[src/rtl/pwmc_regs.vh]
`ifndef PWMC_REGS_VH
`define PWMC_REGS_VH

// Register byte addresses.
`define PWMC_CH3_CONTROL 8'h28
`define PWMC_CH3_COUNT_SETTINGS 8'h2C
`define PWMC_CH4_CONTROL 8'h34
`define PWMC_CH4_COUNT_SETTINGS 8'h38
`define PWMC_CH5_CONTROL 8'h40
`define PWMC_CH5_COUNT_SETTINGS 8'h44
`define PWMC_CH_STRIDE 8'h0C
`define PWMC_STATUS 8'h48

// Control word fields.
`define PWMC_RUN_BIT 0
`define PWMC_SECOND_EDGE_BIT 4
`define PWMC_COUNT_DIR_BIT 8
`define PWMC_PRESCALE_LSB 12
`define PWMC_PRESCALE_MSB 14
`define PWMC_DEFERRED_BIT 16
`define PWMC_IMMEDIATE_BIT 31

// Count-settings word fields.
`define PWMC_MATCH_LSB 16
`define PWMC_MATCH_MSB 31
`define PWMC_LIMIT_LSB 0
`define PWMC_LIMIT_MSB 15

// Status word fields.
`define PWMC_STAT_OUT_LSB 0
`define PWMC_STAT_PEND_LSB 8

// Reset values.
`define PWMC_CONTROL_RESET 32'h0000_0000
`define PWMC_SETTINGS_RESET 32'h0000_0000
`define PWMC_RDATA_RESET 32'h0000_0000

`endif

[src/rtl/pwmc_top.v]
`timescale 1ns/10ps
`include "pwmc_regs.vh"

module pwmc_top
#(
    parameter NUM_CH = 3,
    parameter CNT_W = 16,
    parameter SEL_W = 3,
    parameter DIV_W = 7
)
(
    input wire core_clk,
    input wire rst_n,
    input wire [7:0] regAddr,
    input wire [31:0] regWrData,
    input wire regWrEn,
    input wire regRdEn,
    output wire [31:0] regRdData,
    output wire [NUM_CH-1:0] pwmOut
);

    reg [31:0] rdData_ff;
    reg [31:0] nxt_rdData;
    wire [32*NUM_CH-1:0] ctrlView;
    wire [32*NUM_CH-1:0] setView;
    wire [NUM_CH-1:0] pendView;
    wire [NUM_CH-1:0] outView;
    wire [NUM_CH-1:0] ctrlHit;
    wire [NUM_CH-1:0] setHit;
    wire [31:0] statView;
    integer k;

    assign regRdData = rdData_ff;
    assign pwmOut = outView;
    assign statView = {16'h0000, {(8-NUM_CH){1'b0}}, pendView, {(8-NUM_CH){1'b0}}, outView};

    genvar ch;
    generate
        for (ch = 0; ch < NUM_CH; ch = ch + 1)
        begin : g_ch
            // Register addresses step by the channel stride from channel 3.
            wire [7:0] ctrlAddr;
            wire [7:0] setAddr;
            wire [31:0] ctrlAddrFull;
            wire [31:0] setAddrFull;
            assign ctrlAddrFull = `PWMC_CH3_CONTROL + ch * `PWMC_CH_STRIDE;
            assign setAddrFull = `PWMC_CH3_COUNT_SETTINGS + ch * `PWMC_CH_STRIDE;
            assign ctrlAddr = ctrlAddrFull[7:0];
            assign setAddr = setAddrFull[7:0];
            assign ctrlHit[ch] = (regAddr == ctrlAddr);
            assign setHit[ch] = (regAddr == setAddr);

            wire ctrlWr;
            wire setWr;
            assign ctrlWr = regWrEn & (regAddr == ctrlAddr);
            assign setWr = regWrEn & (regAddr == setAddr);

            // Software-visible fields.
            reg run_ff;
            reg secondEdge_ff;
            reg countDir_ff;
            reg [SEL_W-1:0] prescale_ff;
            reg deferred_ff;
            reg [CNT_W-1:0] match_ff;
            reg [CNT_W-1:0] limit_ff;

            // Working settings that the counter really uses.
            reg wEdge_ff;
            reg wDir_ff;
            reg [SEL_W-1:0] wPrescale_ff;
            reg [CNT_W-1:0] wMatch_ff;
            reg [CNT_W-1:0] wLimit_ff;

            reg [CNT_W-1:0] cnt_ff;
            reg down_ff;
            reg out_ff;
            reg [CNT_W-1:0] nxt_cnt;
            reg nxt_down;
            reg boundary;
            wire tick;
            wire immediate;
            wire doLoad;
            wire cmpHigh;
            wire nxt_out;

            pwmc_prescaler
            #(
                .SEL_W(SEL_W),
                .DIV_W(DIV_W)
            )
            u_presc
            (
                .core_clk(core_clk),
                .rst_n(rst_n),
                .run(run_ff),
                .prescaleSel(wPrescale_ff),
                .countTick(tick)
            );

            // Counter step and period boundary.
            always @*
            begin
                nxt_cnt = cnt_ff;
                nxt_down = down_ff;
                boundary = 1'b0;
                if (!run_ff)
                begin
                    nxt_cnt = {CNT_W{1'b0}};
                    nxt_down = 1'b0;
                end
                else if (tick)
                begin
                    if (!wDir_ff)
                    begin
                        if (cnt_ff >= wLimit_ff)
                        begin
                            nxt_cnt = {CNT_W{1'b0}};
                            boundary = 1'b1;
                        end
                        else
                        begin
                            nxt_cnt = cnt_ff + {{(CNT_W-1){1'b0}}, 1'b1};
                        end
                        nxt_down = 1'b0;
                    end
                    else if (!down_ff)
                    begin
                        if (cnt_ff >= wLimit_ff)
                        begin
                            nxt_down = (wLimit_ff != {CNT_W{1'b0}});
                            nxt_cnt = (wLimit_ff == {CNT_W{1'b0}}) ? cnt_ff :
                                cnt_ff - {{(CNT_W-1){1'b0}}, 1'b1};
                            boundary = (wLimit_ff == {CNT_W{1'b0}});
                        end
                        else
                        begin
                            nxt_cnt = cnt_ff + {{(CNT_W-1){1'b0}}, 1'b1};
                        end
                    end
                    else
                    begin
                        if (cnt_ff == {CNT_W{1'b0}})
                        begin
                            nxt_down = 1'b0;
                            nxt_cnt = {{(CNT_W-1){1'b0}}, 1'b1};
                            boundary = 1'b1;
                        end
                        else
                        begin
                            nxt_cnt = cnt_ff - {{(CNT_W-1){1'b0}}, 1'b1};
                        end
                    end
                end
            end

            assign immediate = ctrlWr & regWrData[`PWMC_IMMEDIATE_BIT];
            // A stopped channel has no boundary to wait for, so a request loads at once.
            assign doLoad = immediate | (deferred_ff & (boundary | ~run_ff));

            // Up mode: second edge at match; up-down: second edge at match going down.
            assign cmpHigh = wDir_ff ? (nxt_cnt < wMatch_ff) : (nxt_cnt >= wMatch_ff);
            assign nxt_out = run_ff & (cmpHigh ^ wEdge_ff);

            always @(posedge core_clk)
            begin
                if (!rst_n)
                begin
                    run_ff <= 1'b0;
                    secondEdge_ff <= 1'b0;
                    countDir_ff <= 1'b0;
                    prescale_ff <= {SEL_W{1'b0}};
                    deferred_ff <= 1'b0;
                    match_ff <= {CNT_W{1'b0}};
                    limit_ff <= {CNT_W{1'b0}};
                end
                else
                begin
                    if (ctrlWr)
                    begin
                        run_ff <= regWrData[`PWMC_RUN_BIT];
                        secondEdge_ff <= regWrData[`PWMC_SECOND_EDGE_BIT];
                        countDir_ff <= regWrData[`PWMC_COUNT_DIR_BIT];
                        prescale_ff <= regWrData[`PWMC_PRESCALE_MSB:`PWMC_PRESCALE_LSB];
                    end
                    // A new request in the same cycle as the self-clear wins.
                    if (ctrlWr & regWrData[`PWMC_DEFERRED_BIT])
                    begin
                        deferred_ff <= 1'b1;
                    end
                    else if (doLoad)
                    begin
                        deferred_ff <= 1'b0;
                    end
                    if (setWr)
                    begin
                        match_ff <= regWrData[`PWMC_MATCH_MSB:`PWMC_MATCH_LSB];
                        limit_ff <= regWrData[`PWMC_LIMIT_MSB:`PWMC_LIMIT_LSB];
                    end
                end
            end

            // Control transfer sources take this cycle's write so an immediate load sees new control fields.
            always @(posedge core_clk)
            begin
                if (!rst_n)
                begin
                    wEdge_ff <= 1'b0;
                    wDir_ff <= 1'b0;
                    wPrescale_ff <= {SEL_W{1'b0}};
                    wMatch_ff <= {CNT_W{1'b0}};
                    wLimit_ff <= {CNT_W{1'b0}};
                end
                else if (doLoad)
                begin
                    wEdge_ff <= ctrlWr ? regWrData[`PWMC_SECOND_EDGE_BIT] : secondEdge_ff;
                    wDir_ff <= ctrlWr ? regWrData[`PWMC_COUNT_DIR_BIT] : countDir_ff;
                    wPrescale_ff <= ctrlWr ?
                        regWrData[`PWMC_PRESCALE_MSB:`PWMC_PRESCALE_LSB] : prescale_ff;
                    wMatch_ff <= match_ff;
                    wLimit_ff <= limit_ff;
                end
            end

            always @(posedge core_clk)
            begin
                if (!rst_n)
                begin
                    cnt_ff <= {CNT_W{1'b0}};
                    down_ff <= 1'b0;
                    out_ff <= 1'b0;
                end
                else
                begin
                    cnt_ff <= nxt_cnt;
                    down_ff <= nxt_down;
                    out_ff <= nxt_out;
                end
            end

            // Immediate-load bit is a strobe and always reads back zero.
            assign ctrlView[32*ch+31:32*ch] = {1'b0, 14'h0000, deferred_ff, 1'b0,
                prescale_ff, 3'h0, countDir_ff, 3'h0, secondEdge_ff, 3'h0, run_ff};
            assign setView[32*ch+31:32*ch] = {match_ff, limit_ff};
            assign pendView[ch] = deferred_ff;
            assign outView[ch] = out_ff;
        end
    endgenerate

    // Read decode; unmapped addresses read as zero.
    always @*
    begin
        nxt_rdData = `PWMC_RDATA_RESET;
        if (regAddr == `PWMC_STATUS)
        begin
            nxt_rdData = statView;
        end
        else
        begin
            for (k = 0; k < NUM_CH; k = k + 1)
            begin
                if (ctrlHit[k])
                begin
                    nxt_rdData = ctrlView[32*k+:32];
                end
                else if (setHit[k])
                begin
                    nxt_rdData = setView[32*k+:32];
                end
            end
        end
    end

    // Read data stands only in the cycle after the strobe.
    always @(posedge core_clk)
    begin
        if (!rst_n)
        begin
            rdData_ff <= `PWMC_RDATA_RESET;
        end
        else if (regRdEn)
        begin
            rdData_ff <= nxt_rdData;
        end
        else
        begin
            rdData_ff <= `PWMC_RDATA_RESET;
        end
    end

endmodule // pwmc_top

[src/rtl/pwmc_prescaler.v]
`timescale 1ns/10ps
// Count-clock enable: one pulse every 2**sel core clocks while the channel runs.
module pwmc_prescaler
#(
    parameter SEL_W = 3,
    parameter DIV_W = 7
)
(
    input wire core_clk,
    input wire rst_n,
    input wire run,
    input wire [SEL_W-1:0] prescaleSel,
    output wire countTick
);

    reg [DIV_W-1:0] divCnt_ff;
    wire [DIV_W-1:0] nxt_divCnt;
    wire [DIV_W:0] maskWide;
    wire [DIV_W-1:0] divMask;

    // Mask of the low bits that must all be one; sel 0 gives mask 0, a tick every cycle.
    assign maskWide = ({{DIV_W{1'b0}}, 1'b1} << prescaleSel) - {{DIV_W{1'b0}}, 1'b1};
    assign divMask = maskWide[DIV_W-1:0];
    assign countTick = run & ((divCnt_ff & divMask) == divMask);
    assign nxt_divCnt = run ? divCnt_ff + {{(DIV_W-1){1'b0}}, 1'b1} : {DIV_W{1'b0}};

    always @(posedge core_clk)
    begin
        if (!rst_n)
        begin
            divCnt_ff <= {DIV_W{1'b0}};
        end
        else
        begin
            divCnt_ff <= nxt_divCnt;
        end
    end

endmodule // pwmc_prescaler

[config.mk]
export PLATFORM = sky130hd
export DESIGN_NAME = pwmc_top
export DESIGN_NICKNAME = d
export VERILOG_FILES = /design/src/rtl/pwmc_top.v /design/src/rtl/pwmc_prescaler.v
export VERILOG_INCLUDE_DIRS = /design/src /design/src/rtl
export SDC_FILE = /design/constraint.sdc
export NUM_CORES = 1
export LEC_CHECK = 0
export ABC_AREA = 1
export BUFFER_PORTS_ARGS = -buffer_cell sky130_fd_sc_hd__buf_2
export CAP_MARGIN = 20
export CORE_ASPECT_RATIO = 0.5
export CORE_MARGIN = 5
export CORE_UTILIZATION = 45
export CTS_BUF_LIST = sky130_fd_sc_hd__clkbuf_4 sky130_fd_sc_hd__clkbuf_8 sky130_fd_sc_hd__clkbuf_16
export CTS_CLUSTER_SIZE = 16
export DETAILED_ROUTE_END_ITERATION = 10
export GPL_TIMING_DRIVEN = 0
export HOLD_SLACK_MARGIN = 0.06
export PLACE_DENSITY_LB_ADDON = 0.05
export SLEW_MARGIN = 20
export SYNTH_ARGS = -nofsm -noshare
export SYNTH_HDL_FRONTEND = slang
export SYNTH_SLANG_ARGS = --single-unit
[constraint.sdc]
create_clock -name core_clk -period 6 [get_ports core_clk]
set_input_delay 0.6 -clock core_clk [delete_from_list [all_inputs] [get_ports core_clk]]
set_output_delay 0.6 -clock core_clk [all_outputs]
set_load 0.05 [all_outputs]
Word-level counts from Yosys, hierarchy flattened
Index checks and enable logic that the tools add are counted.

cells by class
  add/sub/neg operators = 12
  $mul = 0
  divide/modulo/power cells = 0
  $lt $le $gt $ge = 9
  equal/unequal tests = 10
  shift-type cells = 3
  multiplexer cells = 82
  bitwise operators = 38
  reduce and logical (&&, ||, !) cells = 18

operators with widths
  cell                     number
  $mux W16                 24
  $mux W32                 5
  $ge A16 B16 Y1           6
  $logic_not A16 Y1        6
  $add A16 B1 Y16 const B  3
  $lt A16 B16 Y1           3
  $mux W1                  48
  $reduce_bool A16 Y1      3
  $sub A16 B1 Y16 const B  3
  $eq A8 B6 Y1 const B     4
  $eq A8 B7 Y1 const B     3
  $add A7 B1 Y7 const B    3
  $and A1 B1 Y1            21
  $and A7 B7 Y7            3
  $eq A7 B7 Y1             3
  $shl A1 B3 Y7 const A    3
  $sub A7 B1 Y7 const B    3
  $mux W17                 1
  $mux W11                 1
  $mux W3                  3
  $reduce_and A2 Y1        4
  $or A1 B1 Y1             6
  $reduce_bool A2 Y1       3
  $not A1 Y1               5
  other kinds (3)          5

word-level totals
  register bits = 335
  bits in latches = 0
  memory bits (writable) = 0
  memory bits (read-only) = 0
  output and inout port bits = 35
  logic and storage cells = 223
  memories = 0

Logic depth before layout (Yosys ltp)
Gate-level depths: netlist of the first run.

  depth after elaboration = 12
  gate-level depth with buffers = 32
  depth with buffers taken out = 31

By module
Synthesis of the first run repeated with hierarchy kept, for this count alone.

second synthesis, totals
  cells, all modules = 3,221
  area, all modules = 20,723.6 um2

by module, submodules not included
  module          instances  cells an instance  area each (um2)  sequential area each (um2)
  pwmc_top        1          3,068              19,680.1         6,286.0
  pwmc_prescaler  3          51                 347.8            140.1

Worst setup path after synthesis of the first run
OpenSTA, ideal clock, no wires.

  path kind = register to register
  start = register g_ch[1].cnt_ff[3]
  end = register g_ch[1].out_ff
  arrival = 3,050 ps
  data required time = 5,885 ps
  setup slack = 2,835 ps
  cell stages (with the launch flop) = 28
  cells stage by stage = dfxtp_1 ha_1 nand2_1 nor2_1 and2_1 nor2_1 nand2_1 nand2_1 nand2_1 buf_2 inv_1 buf_2 nand2_1 nand3_1 nand2_1 nand3_1 nand2_1 nand2_1 inv_1 ha_1 a21oi_1 nor2_1 a211oi_1 o21ai_0 nand2_1 nand3_1 a21oi_1 nor2_1

between the ends
  longest elaborated chain between the ends = 11

RTL lines
  what                                                     RTL line                        text
  from (decl)                                              pwmc_top.v:74                   reg [CNT_W-1:0] cnt_ff;
  from (signal assigned)                                   pwmc_top.v:228                  cnt_ff <= {CNT_W{1'b0}};
  from (signal assigned)                                   pwmc_top.v:234                  cnt_ff <= nxt_cnt;
  $sub A16 B1 Y16                                          pwmc_top.v:132, pwmc_top.v:150
  $mux W16                                                 pwmc_top.v:131                  nxt_cnt = (wLimit_ff == {CNT_W{1'b0}}) ? cnt_ff :
  $mux W16                                                 pwmc_top.v:128                  if (cnt_ff >= wLimit_ff)
  $mux W16                                                 pwmc_top.v:126                  else if (!down_ff)
  $mux W16 *                                               pwmc_top.v:113                  if (!wDir_ff)
  $mux W16 *                                               pwmc_top.v:111                  else if (tick)
  $mux W16 *                                               pwmc_top.v:106                  if (!run_ff)
  via g_ch[1].nxt_cnt[5]                                   pwmc_top.v:77                   reg [CNT_W-1:0] nxt_cnt;
  $ge A16 B16 Y1 / $lt A16 B16 Y1 (equally long branches)  pwmc_top.v:161                  assign cmpHigh = wDir_ff ? (nxt_cnt < wMatch_ff) : (nxt_cnt >= wMatch_ff);
  $mux W1 *                                                pwmc_top.v:161
  $xor A1 B1 Y1 *                                          pwmc_top.v:162                  assign nxt_out = run_ff & (cmpHigh ^ wEdge_ff);
  $and A1 B1 Y1 *                                          pwmc_top.v:162
  to (signal assigned)                                     pwmc_top.v:236                  out_ff <= nxt_out;
  to (decl)                                                pwmc_top.v:76                   reg out_ff;

Mark *: on every way through the listed nets, which the timed path passes. The rest lies on a longest branch.
A chain may end at the register's enable or synchronous reset.

Worst setup path after layout of the first run
  start = register g_ch[2].cnt_ff[7]
  end = register g_ch[2].out_ff

RTL lines
  what                                                        RTL line
  from (decl)                                                 pwmc_top.v:74
  from (signal assigned)                                      pwmc_top.v:228
  from (signal assigned)                                      pwmc_top.v:234
  $ge A16 B16 Y1 / $logic_not A16 Y1 (equally long branches)  pwmc_top.v:115, pwmc_top.v:128, pwmc_top.v:142
  $mux W16, on equally long branches                          pwmc_top.v:128, pwmc_top.v:142
  $mux W16                                                    pwmc_top.v:126
  $mux W16 *                                                  pwmc_top.v:113
  $mux W16 *                                                  pwmc_top.v:111
  $mux W16 *                                                  pwmc_top.v:106
  via g_ch[2].nxt_cnt[2]                                      pwmc_top.v:77
  $ge A16 B16 Y1 / $lt A16 B16 Y1 (equally long branches)     pwmc_top.v:161
  $mux W1 *                                                   pwmc_top.v:161
  $xor A1 B1 Y1 *                                             pwmc_top.v:162
  $and A1 B1 Y1 *                                             pwmc_top.v:162
  to (signal assigned)                                        pwmc_top.v:236
  to (decl)                                                   pwmc_top.v:76

Marked as above.

==> impl_metrics.tcl, run 1 <==
set metrics [dict create \
    status "finished clean" \
    hold-path-cell-count 3 \
    worst_path_largest_cell_delay_ns 0.60 \
    overall_die_width_um 315 \
    criticalPathCategory "reg -> reg" \
    min-delay-start "regWrData[24]" \
    share_of_layout_cells_above_drive_strength_1 0.0788 \
    wire_length_of_the_first_global_routing_pass_um 114000 \
    maxSlewViolCount 0 \
    maxClockFrequency_mhz 237 \
    most_area_hungry_cell_type_in_the_yosys_netlist "dfxtp_1" \
    synth.top_cells.by_area "dfxtp_1, nand2_1, inv_1" \
    placed_wire_length_estimate_um 58300 \
    remaining_drc_errors 0 \
    power-per-cell-area_nw_per_um2 202 \
    post-synth-top-area-fraction 0.320 \
    regToRegStartpoint "g_ch[2].cnt_ff[7]$_SDFF_PN0_" \
    p_leak_uw 0.0117 \
    synthesis.yosys.warnings 0 \
    via_count_of_the_first_global_routing_pass 19314 \
    setup-tns-final_ns 0 \
    worstPathMaxFanout 10 \
    instances_no_fill 4043 \
    critical-path-top-delay-family "simple AND/OR/NAND/NOR gates" \
    critical_path.endpoint_type "flip-flop" \
    tritoncts_clock_tree "done" \
    num_rows 55 \
    fin_nets 3544 \
    grt_max_degree 15 \
    grt_setup_unrepaired "no" \
    gp_congestion 0.981 \
    maxCapViolations 0 \
    seq_area_frac_synth 0.320 \
    drt-total-wl_um 74900 \
    fin_skew_ns 0.0110 \
    antenna_found_initial 1 \
    cp.arrival_ns 4.66 \
    post_synth_instance_area_um2 21000 \
    reg2reg_slack_ns 1.78 \
    layout_min_cycle_time_ns 4.22 \
    drt_first_iter_violations 2043 \
    postSynthCellCount 3277 \
    cts_made_buffers 35 \
    clk_pin_slew_worst_paths_ns 0.06 \
    synth.ff_latch_count 335 \
    critical_path_required_ns 6.44 \
    num_vias 21452 \
    clk_path_buf_depth 3 \
    crit_start_category "flip-flop" \
    critPathSlowestCell "dfxtp_1" \
    synth_area_per_cell_um2 6.40 \
    grt.total_usage 0.283 \
    final.setup.worst_slack_ns 1.78 \
    detailedPlace.worstSlack_ns 1.88 \
    timing.final.crit_share 0.703 \
    cts-root-buf "clkbuf_16" \
    critical_path.reg2reg.endpoint "g_ch[2].out_ff$_SDFF_PN0_" \
    post_cts.repair.setup_buffers 0 \
    detailed_routing_iterations_pass_1 6 \
    clock_latency_of_the_later_clocked_register_in_the_worst_skew_pair_ns 0.53 \
    count_of_antenna_violating_nets_left_after_detailed_routing 0 \
    worst-slew-pin-transition_ns 1.10 \
    dieHeight_um 163 \
    detail_route.wl_per_cell_um 18.5 \
    ctsHoldBuffers 0 \
    path_buf_inv 4 \
    top_ports 79 \
    cts.sinks 335 \
    hold_class "in -> reg" \
    power.ir.vdd_worst_mv 0.146 \
    synth_cell_types 47 \
    timing.final.setup_violations 0 \
    timing_hold_violations_final 0 \
    worstHoldEndpoint "g_ch[1].match_ff[8]$_SDFFE_PN0P_" \
    synthesis.nets 3430 \
    max_slew_margin 0.269 \
    via_per_instance_ratio 5.31 \
    dp_cells 3981 \
    worstSetupPathDepth 27 \
    fill_cells 4824 \
    final_cell_utilization_of_the_core 0.512 \
    post-layout-total-power_uw 4710 \
    path_common_cell "nand2_1" \
    area_growth_syn_to_layout_pct 11.2 \
    cts-htree-levels 2 \
    numPortBuffers 77 \
    ctsResizeCount 0 \
    initial_core_util 0.460 \
    grt_overflow 0 \
    design.die.area_um2 51300 \
    coreArea_um2 45600 \
    timing.reg2reg.worst_path_depth 27 \
]
==> sequential cells by signal, summed over array words and instances, names as in the netlist <==
name and count:
g_ch.cnt_ff 48, g_ch.countDir_ff 3, g_ch.deferred_ff 3, g_ch.down_ff 3, g_ch.limit_ff 48, g_ch.match_ff 48, g_ch.out_ff 3, g_ch.prescale_ff 9
g_ch.run_ff 3, g_ch.secondEdge_ff 3, g_ch.u_presc.divCnt_ff 21, g_ch.wDir_ff 3, g_ch.wEdge_ff 3, g_ch.wLimit_ff 48, g_ch.wMatch_ff 48, g_ch.wPrescale_ff 9
regRdData 32
==> how the worst max path moves through the flow <==
stage	start	endpoint	slack, ns
floorplan	g_ch[1].cnt_ff[3]$_SDFF_PN0_	g_ch[1].out_ff$_SDFF_PN0_	2.83
global placement	g_ch[2].cnt_ff[7]$_SDFF_PN0_	g_ch[2].out_ff$_SDFF_PN0_	1.80
detailed placement	g_ch[2].cnt_ff[7]$_SDFF_PN0_	g_ch[2].out_ff$_SDFF_PN0_	1.88
global route	g_ch[2].cnt_ff[7]$_SDFF_PN0_	g_ch[2].out_ff$_SDFF_PN0_	1.44
CTS	g_ch[2].cnt_ff[7]$_SDFF_PN0_	g_ch[2].out_ff$_SDFF_PN0_	1.85
finish	g_ch[2].cnt_ff[7]$_SDFF_PN0_	g_ch[2].out_ff$_SDFF_PN0_	1.78
==> worst register-to-register path: cells and delay by family (launching register included) <==
family | cells | cell delay, ns
compound gates | 3 | 0.50
fa+ha+maj | 2 | 0.59
buf+inv | 4 | 0.77
flops | 1 | 0.60
simple gates | 18 | 1.67
==> layout by cell type (no fill, tap or decap), types with 94 or more instances in the layout <==
cell type,count
nand2_1,801
ha_1,109
o21ai_0,239
dfxtp_1,335
buf_2,120
nand3_1,251
inv_1,450
clkbuf_1,94
nor2_1,316
a21oi_1,316
==> metal layers <==
layer,up-vias,GRT usage,wire [um]
met5,-,0,0
met1,9728,0.412,35200
met4,0,0.0945,2660
li1,10800,-,-
met3,148,0.0426,6020
met2,776,0.431,31100
==> power by group <==
part | internal, uW | total (uW) | switching (uW)
clock network | 1340 | 2300 | 951
logic | 45.6 | 187 | 141
registers | 2230 | 2230 | 2.42
==> through the flow <==
stage                     instance area, um2  hold slack [ns]
after floorplan                        21000            0.427
after global placement                 22200            0.451
after detailed placement               22200            0.453
after CTS                              23300            0.375
after global routing                   23300            0.388
final                                  23300            0.393
==> synth_stat cells (all sizes together) <==
cell type,count
inv,460
a31oi,5
o221ai,25
nor2,330
a21boi,5
nor4,4
o211ai,3
and2,5
or2,4
clkinv,5
a21oi,317
nand4,52
ha,109
nand3,280
o21a,2
buf,75
a22o,1
xnor2,7
clkbuf,95
dfxtp,335
nand2,806
nor3,29
xor2,53
o22ai,6
o21ai,243
a41oi,1
a211oi,3
nand3b,2
a221oi,10
o2111ai,1
o21bai,4
==> final cells by class <==
| cell class | count | area [um2] | share of cell area |
|---|---|---|---|
| clock inverter | 12 | 143 | 0.00611 |
| inverter | 465 | 1750 | 0.0748 |
| buffer | 170 | 825 | 0.0353 |
| antenna | 1 | 2.50 | 0.000107 |
| timing repair buffer | 77 | 385 | 0.0165 |
| multi-input combinational | 2307 | 11700 | 0.502 |
| sequential | 335 | 6710 | 0.287 |
| clock buffer | 49 | 1040 | 0.0446 |
| tap | 627 | 785 | 0.0336 |
==> logic make-up after synthesis <==
logic type                 count (synthesis)  synth area share
buffers and inverters                    635             0.122
and+or+nand+nor                         1512             0.309
AOI/OAI and AO/OA                        626             0.159
adders and majority gates                109            0.0650
DFF                                      335             0.320
xor gates and xnor gates                  60            0.0250
Power figures use the tool's default switching activity.
==> run 2: changes to the inputs <==
--- a/config.mk
+++ b/config.mk
@@ -6,7 +6,7 @@
 export SDC_FILE = /design/constraint.sdc
 export NUM_CORES = 1
 export LEC_CHECK = 0
-export ABC_AREA = 1
+export ABC_AREA = 0
 export BUFFER_PORTS_ARGS = -buffer_cell sky130_fd_sc_hd__buf_2
 export CAP_MARGIN = 20
 export CORE_ASPECT_RATIO = 0.5
==> constraint.sdc (replaced) <==
create_clock -name core_clk -period 3.55 [get_ports core_clk]
set_input_delay 0.355 -clock core_clk [delete_from_list [all_inputs] [get_ports core_clk]]
set_output_delay 0.355 -clock core_clk [all_outputs]
set_load 0.05 [all_outputs]
==> impl_metrics.tcl, run 2 <==
set metrics [dict create \
    synth.ff_latch_count 335 \
    overall_die_width_um 305 \
    synth-compound-area-share 0.194 \
    clk_pin_slew_worst_paths_ns 0.07 \
    clk_path_buf_depth 3 \
    design.die.area_um2 48000 \
    maxCapViolations 0 \
    worst-slew-pin-transition_ns 1.15 \
    status "finished with violations" \
    cts_made_buffers 35 \
    cts-root-buf "clkbuf_16" \
    critical_path.endpoint_type "flip-flop" \
    gp_congestion 0.949 \
    final.setup.worst_slack_ns -0.743 \
    reg2reg_slack_ns -0.74 \
    worstHoldEndpoint "g_ch[1].match_ff[7]$_SDFFE_PN0P_" \
    hold_class "in -> reg" \
    power-per-cell-area_nw_per_um2 327 \
    synth.top_cells.by_area "dfxtp_1, ha_1, nand2_1" \
    critical_path.reg2reg.endpoint "g_ch[0].out_ff$_SDFF_PN0_" \
    cp.arrival_ns 4.74 \
    p_leak_uw 0.00866 \
    grt.total_usage 0.303 \
    synth-edff-count 0 \
    combinational_family_with_the_most_area_after_synthesis "simple AND/OR/NAND/NOR gates" \
    yosysMostFrequentCell "nand2_1" \
    crit_start_category "flip-flop" \
    detailedPlace.worstSlack_ns -1.55 \
    post-layout-total-power_uw 7790 \
    synthesis.nets 2683 \
    most_area_hungry_cell_type_in_the_yosys_netlist "dfxtp_1" \
    grt_setup_unrepaired "yes" \
    net-switching-power_uw 1820 \
    dieHeight_um 158 \
    worstPathMaxFanout 10 \
    synthAdderAreaFrac 0.0696 \
    via_count_of_the_first_global_routing_pass 18488 \
    top_ports 79 \
    seqCellArea_um2 6760 \
    maxClockFrequency_mhz 233 \
    antenna_found_initial 5 \
    max_slew_margin 0.236 \
    fin_skew_ns 0.0134 \
    synthSimpleGateAreaFrac 0.245 \
    wire_length_of_the_first_global_routing_pass_um 114000 \
    critical_path_required_ns 4.00 \
    seq_area_frac_synth 0.342 \
    num_vias 19974 \
    xor_xnor_portion_of_the_synthesized_cell_area 0.0380 \
    seq_power_share 0.482 \
    min-delay-start "regWrData[23]" \
    grt_max_degree 15 \
    fill_cells 4146 \
    detailed_routing_iterations_pass_1 10 \
    failed_checks "negative setup slack" \
    synthesis.yosys.warnings 0 \
    area_growth_syn_to_layout_pct 21.7 \
    clkPwrFrac 0.492 \
    power.ir.vdd_worst_mv 0.315 \
    cts.sinks 335 \
    remaining_drc_errors 0 \
    synth_cell_types 83 \
    regToRegStartpoint "g_ch[0].cnt_ff[3]$_SDFF_PN0_" \
    num_rows 54 \
    timing.reg2reg.worst_path_depth 18 \
    timing.final.setup_violations 3 \
    synth_mux_area_frac 0.0471 \
    fin_nets 2886 \
    layout.cells.most_common "nand2_1" \
    timing_hold_violations_final 0 \
    via_per_instance_ratio 5.96 \
    clock_latency_of_the_later_clocked_register_in_the_worst_skew_pair_ns 0.55 \
    synth_area_per_cell_um2 7.74 \
    synth_common_cells "nand2_1, dfxtp_1, nor2_1" \
    hold-path-cell-count 3 \
    coreArea_um2 43300 \
    detail_route.wl_per_cell_um 22.8 \
    drt-total-wl_um 76300 \
    multi_input_gate_area_um2 12500 \
    share_of_layout_cells_above_drive_strength_1 0.172 \
    tritoncts_clock_tree "done" \
    count_of_antenna_violating_nets_left_after_detailed_routing 0 \
    criticalPathCategory "reg -> reg" \
    layout_min_cycle_time_ns 4.29 \
    drt_first_iter_violations 2101 \
    post-synth-top-area-fraction 0.342 \
    numPortBuffers 77 \
    post_synth_instance_area_um2 19600 \
    initial_core_util 0.452 \
    internal_power_uw 5970 \
    cts-htree-levels 2 \
    power_switching_share 0.233 \
    synth_flop_cell "dfxtp_1" \
    placed_wire_length_estimate_um 56000 \
    combinationalPowerShare 0.026 \
    postSynthCellCount 2530 \
    grt_overflow 0 \
    timing.final.crit_share 1.21 \
    async_flop_share 0 \
    layout.cells.most_common_list "nand2_1, dfxtp_1, nor2_1, a21oi_1, clkbuf_1" \
    maxSlewViolCount 0 \
]
==> run 2: area by class of cell <==
type / instances / area share
Multi-Input combinational cell: 1883 / 0.524
Antenna cell: 5 / 0.000525
Sequential cell: 335 / 0.284
Clock buffer: 48 / 0.0444
Inverter: 122 / 0.0199
Timing Repair Buffer: 173 / 0.0485
Buffer: 183 / 0.0430
Clock inverter: 12 / 0.00472
Tap cell: 588 / 0.0309
==> run 2: power by group through the flow <==
stage               Clock, uW  Sequential, uW  Combinational (uW)
floorplan                   0            3840                72.6
global placement            0            3850                 188
detailed placement          0            3850                 187
CTS                      3870            3760                 191
global route             4030            3750                 205
finish                   3830            3750                 200
==> run 2: how the worst max path moves through the flow <==
stage / startpoint / to / cells after the start
after floorplan: g_ch[2].cnt_ff[0]$_SDFF_PN0_ / g_ch[2].out_ff$_SDFF_PN0_ / 20
after global placement: g_ch[1].cnt_ff[0]$_SDFF_PN0_ / g_ch[1].out_ff$_SDFF_PN0_ / 20
after detailed placement: g_ch[1].cnt_ff[0]$_SDFF_PN0_ / g_ch[1].out_ff$_SDFF_PN0_ / 20
after CTS: g_ch[0].wLimit_ff[9]$_SDFFE_PN0P_ / g_ch[0].out_ff$_SDFF_PN0_ / 21
after global routing: g_ch[0].wLimit_ff[13]$_SDFFE_PN0P_ / g_ch[0].out_ff$_SDFF_PN0_ / 19
final: g_ch[0].cnt_ff[3]$_SDFF_PN0_ / g_ch[0].out_ff$_SDFF_PN0_ / 18
==> run 2: what timing repair did <==
action | CTS | global route
pin swaps | 65 | 28
resized for setup | 170 | 68
buffers inserted | 75 | 20
gates cloned | 1 | 3
endpoints found under the setup margin | 29 | 40
hold endpoints to repair | 4 | 0
hold buffers | 3 | 0
==> run 2: logic make-up (layout without fill, tap and decap cells) <==
group                      Yosys count  count (layout)
and+or+nand+nor                   1021            1021
AOI/OAI and AO/OA                  576             576
DFF                                335             335
buffers and inverters              312             538
adders and majority gates          109             109
muxes                               92              92
xor gates and xnor gates            85              85
other                                0               5
==> run 2: worst max-delay path: stages, from the launching register on <==
cell	delay [ns]
dfxtp_1	0.38
clkbuf_1	0.27
or4_4	0.63
or2_2	0.35
nor3_2	0.21
xnor2_1	0.11
o32ai_1	0.27
nand2_1	0.16
o221ai_4	0.12
and2_4	0.20
ha_4	0.19
a21o_1	0.16
a21oi_1	0.12
nor2b_1	0.06
o21ai_1	0.17
a21oi_2	0.08
o31a_1	0.24
a21oi_2	0.19
mux2i_1	0.27
==> run 2: per-layer routing <==
layer	wire [um]	up-vias	GRT usage
met5	0	-	0
met4	2660	0	0.0991
met3	7360	182	0.0680
met2	32000	984	0.463
met1	34300	9402	0.428
li1	-	9406	-
==> run 2: stage by stage <==
| stage | instances | setup TNS [ns] | hold slack, ns | cell area [um2] | utilization |
|---|---|---|---|---|---|
| after floorplan | 2530 | -0.681 | 0.437 | 19800 | - |
| after global placement | 3195 | -4.59 | 0.459 | 21000 | 0.484 |
| after detailed placement | 3195 | -4.53 | 0.465 | 21000 | 0.484 |
| after CTS | 3328 | -8.67 | 0.0654 | 23500 | 0.542 |
| after global routing | 3348 | -2.66 | 0.0804 | 23800 | 0.550 |
| final | 3349 | -2.00 | 0.0918 | 23800 | 0.550 |
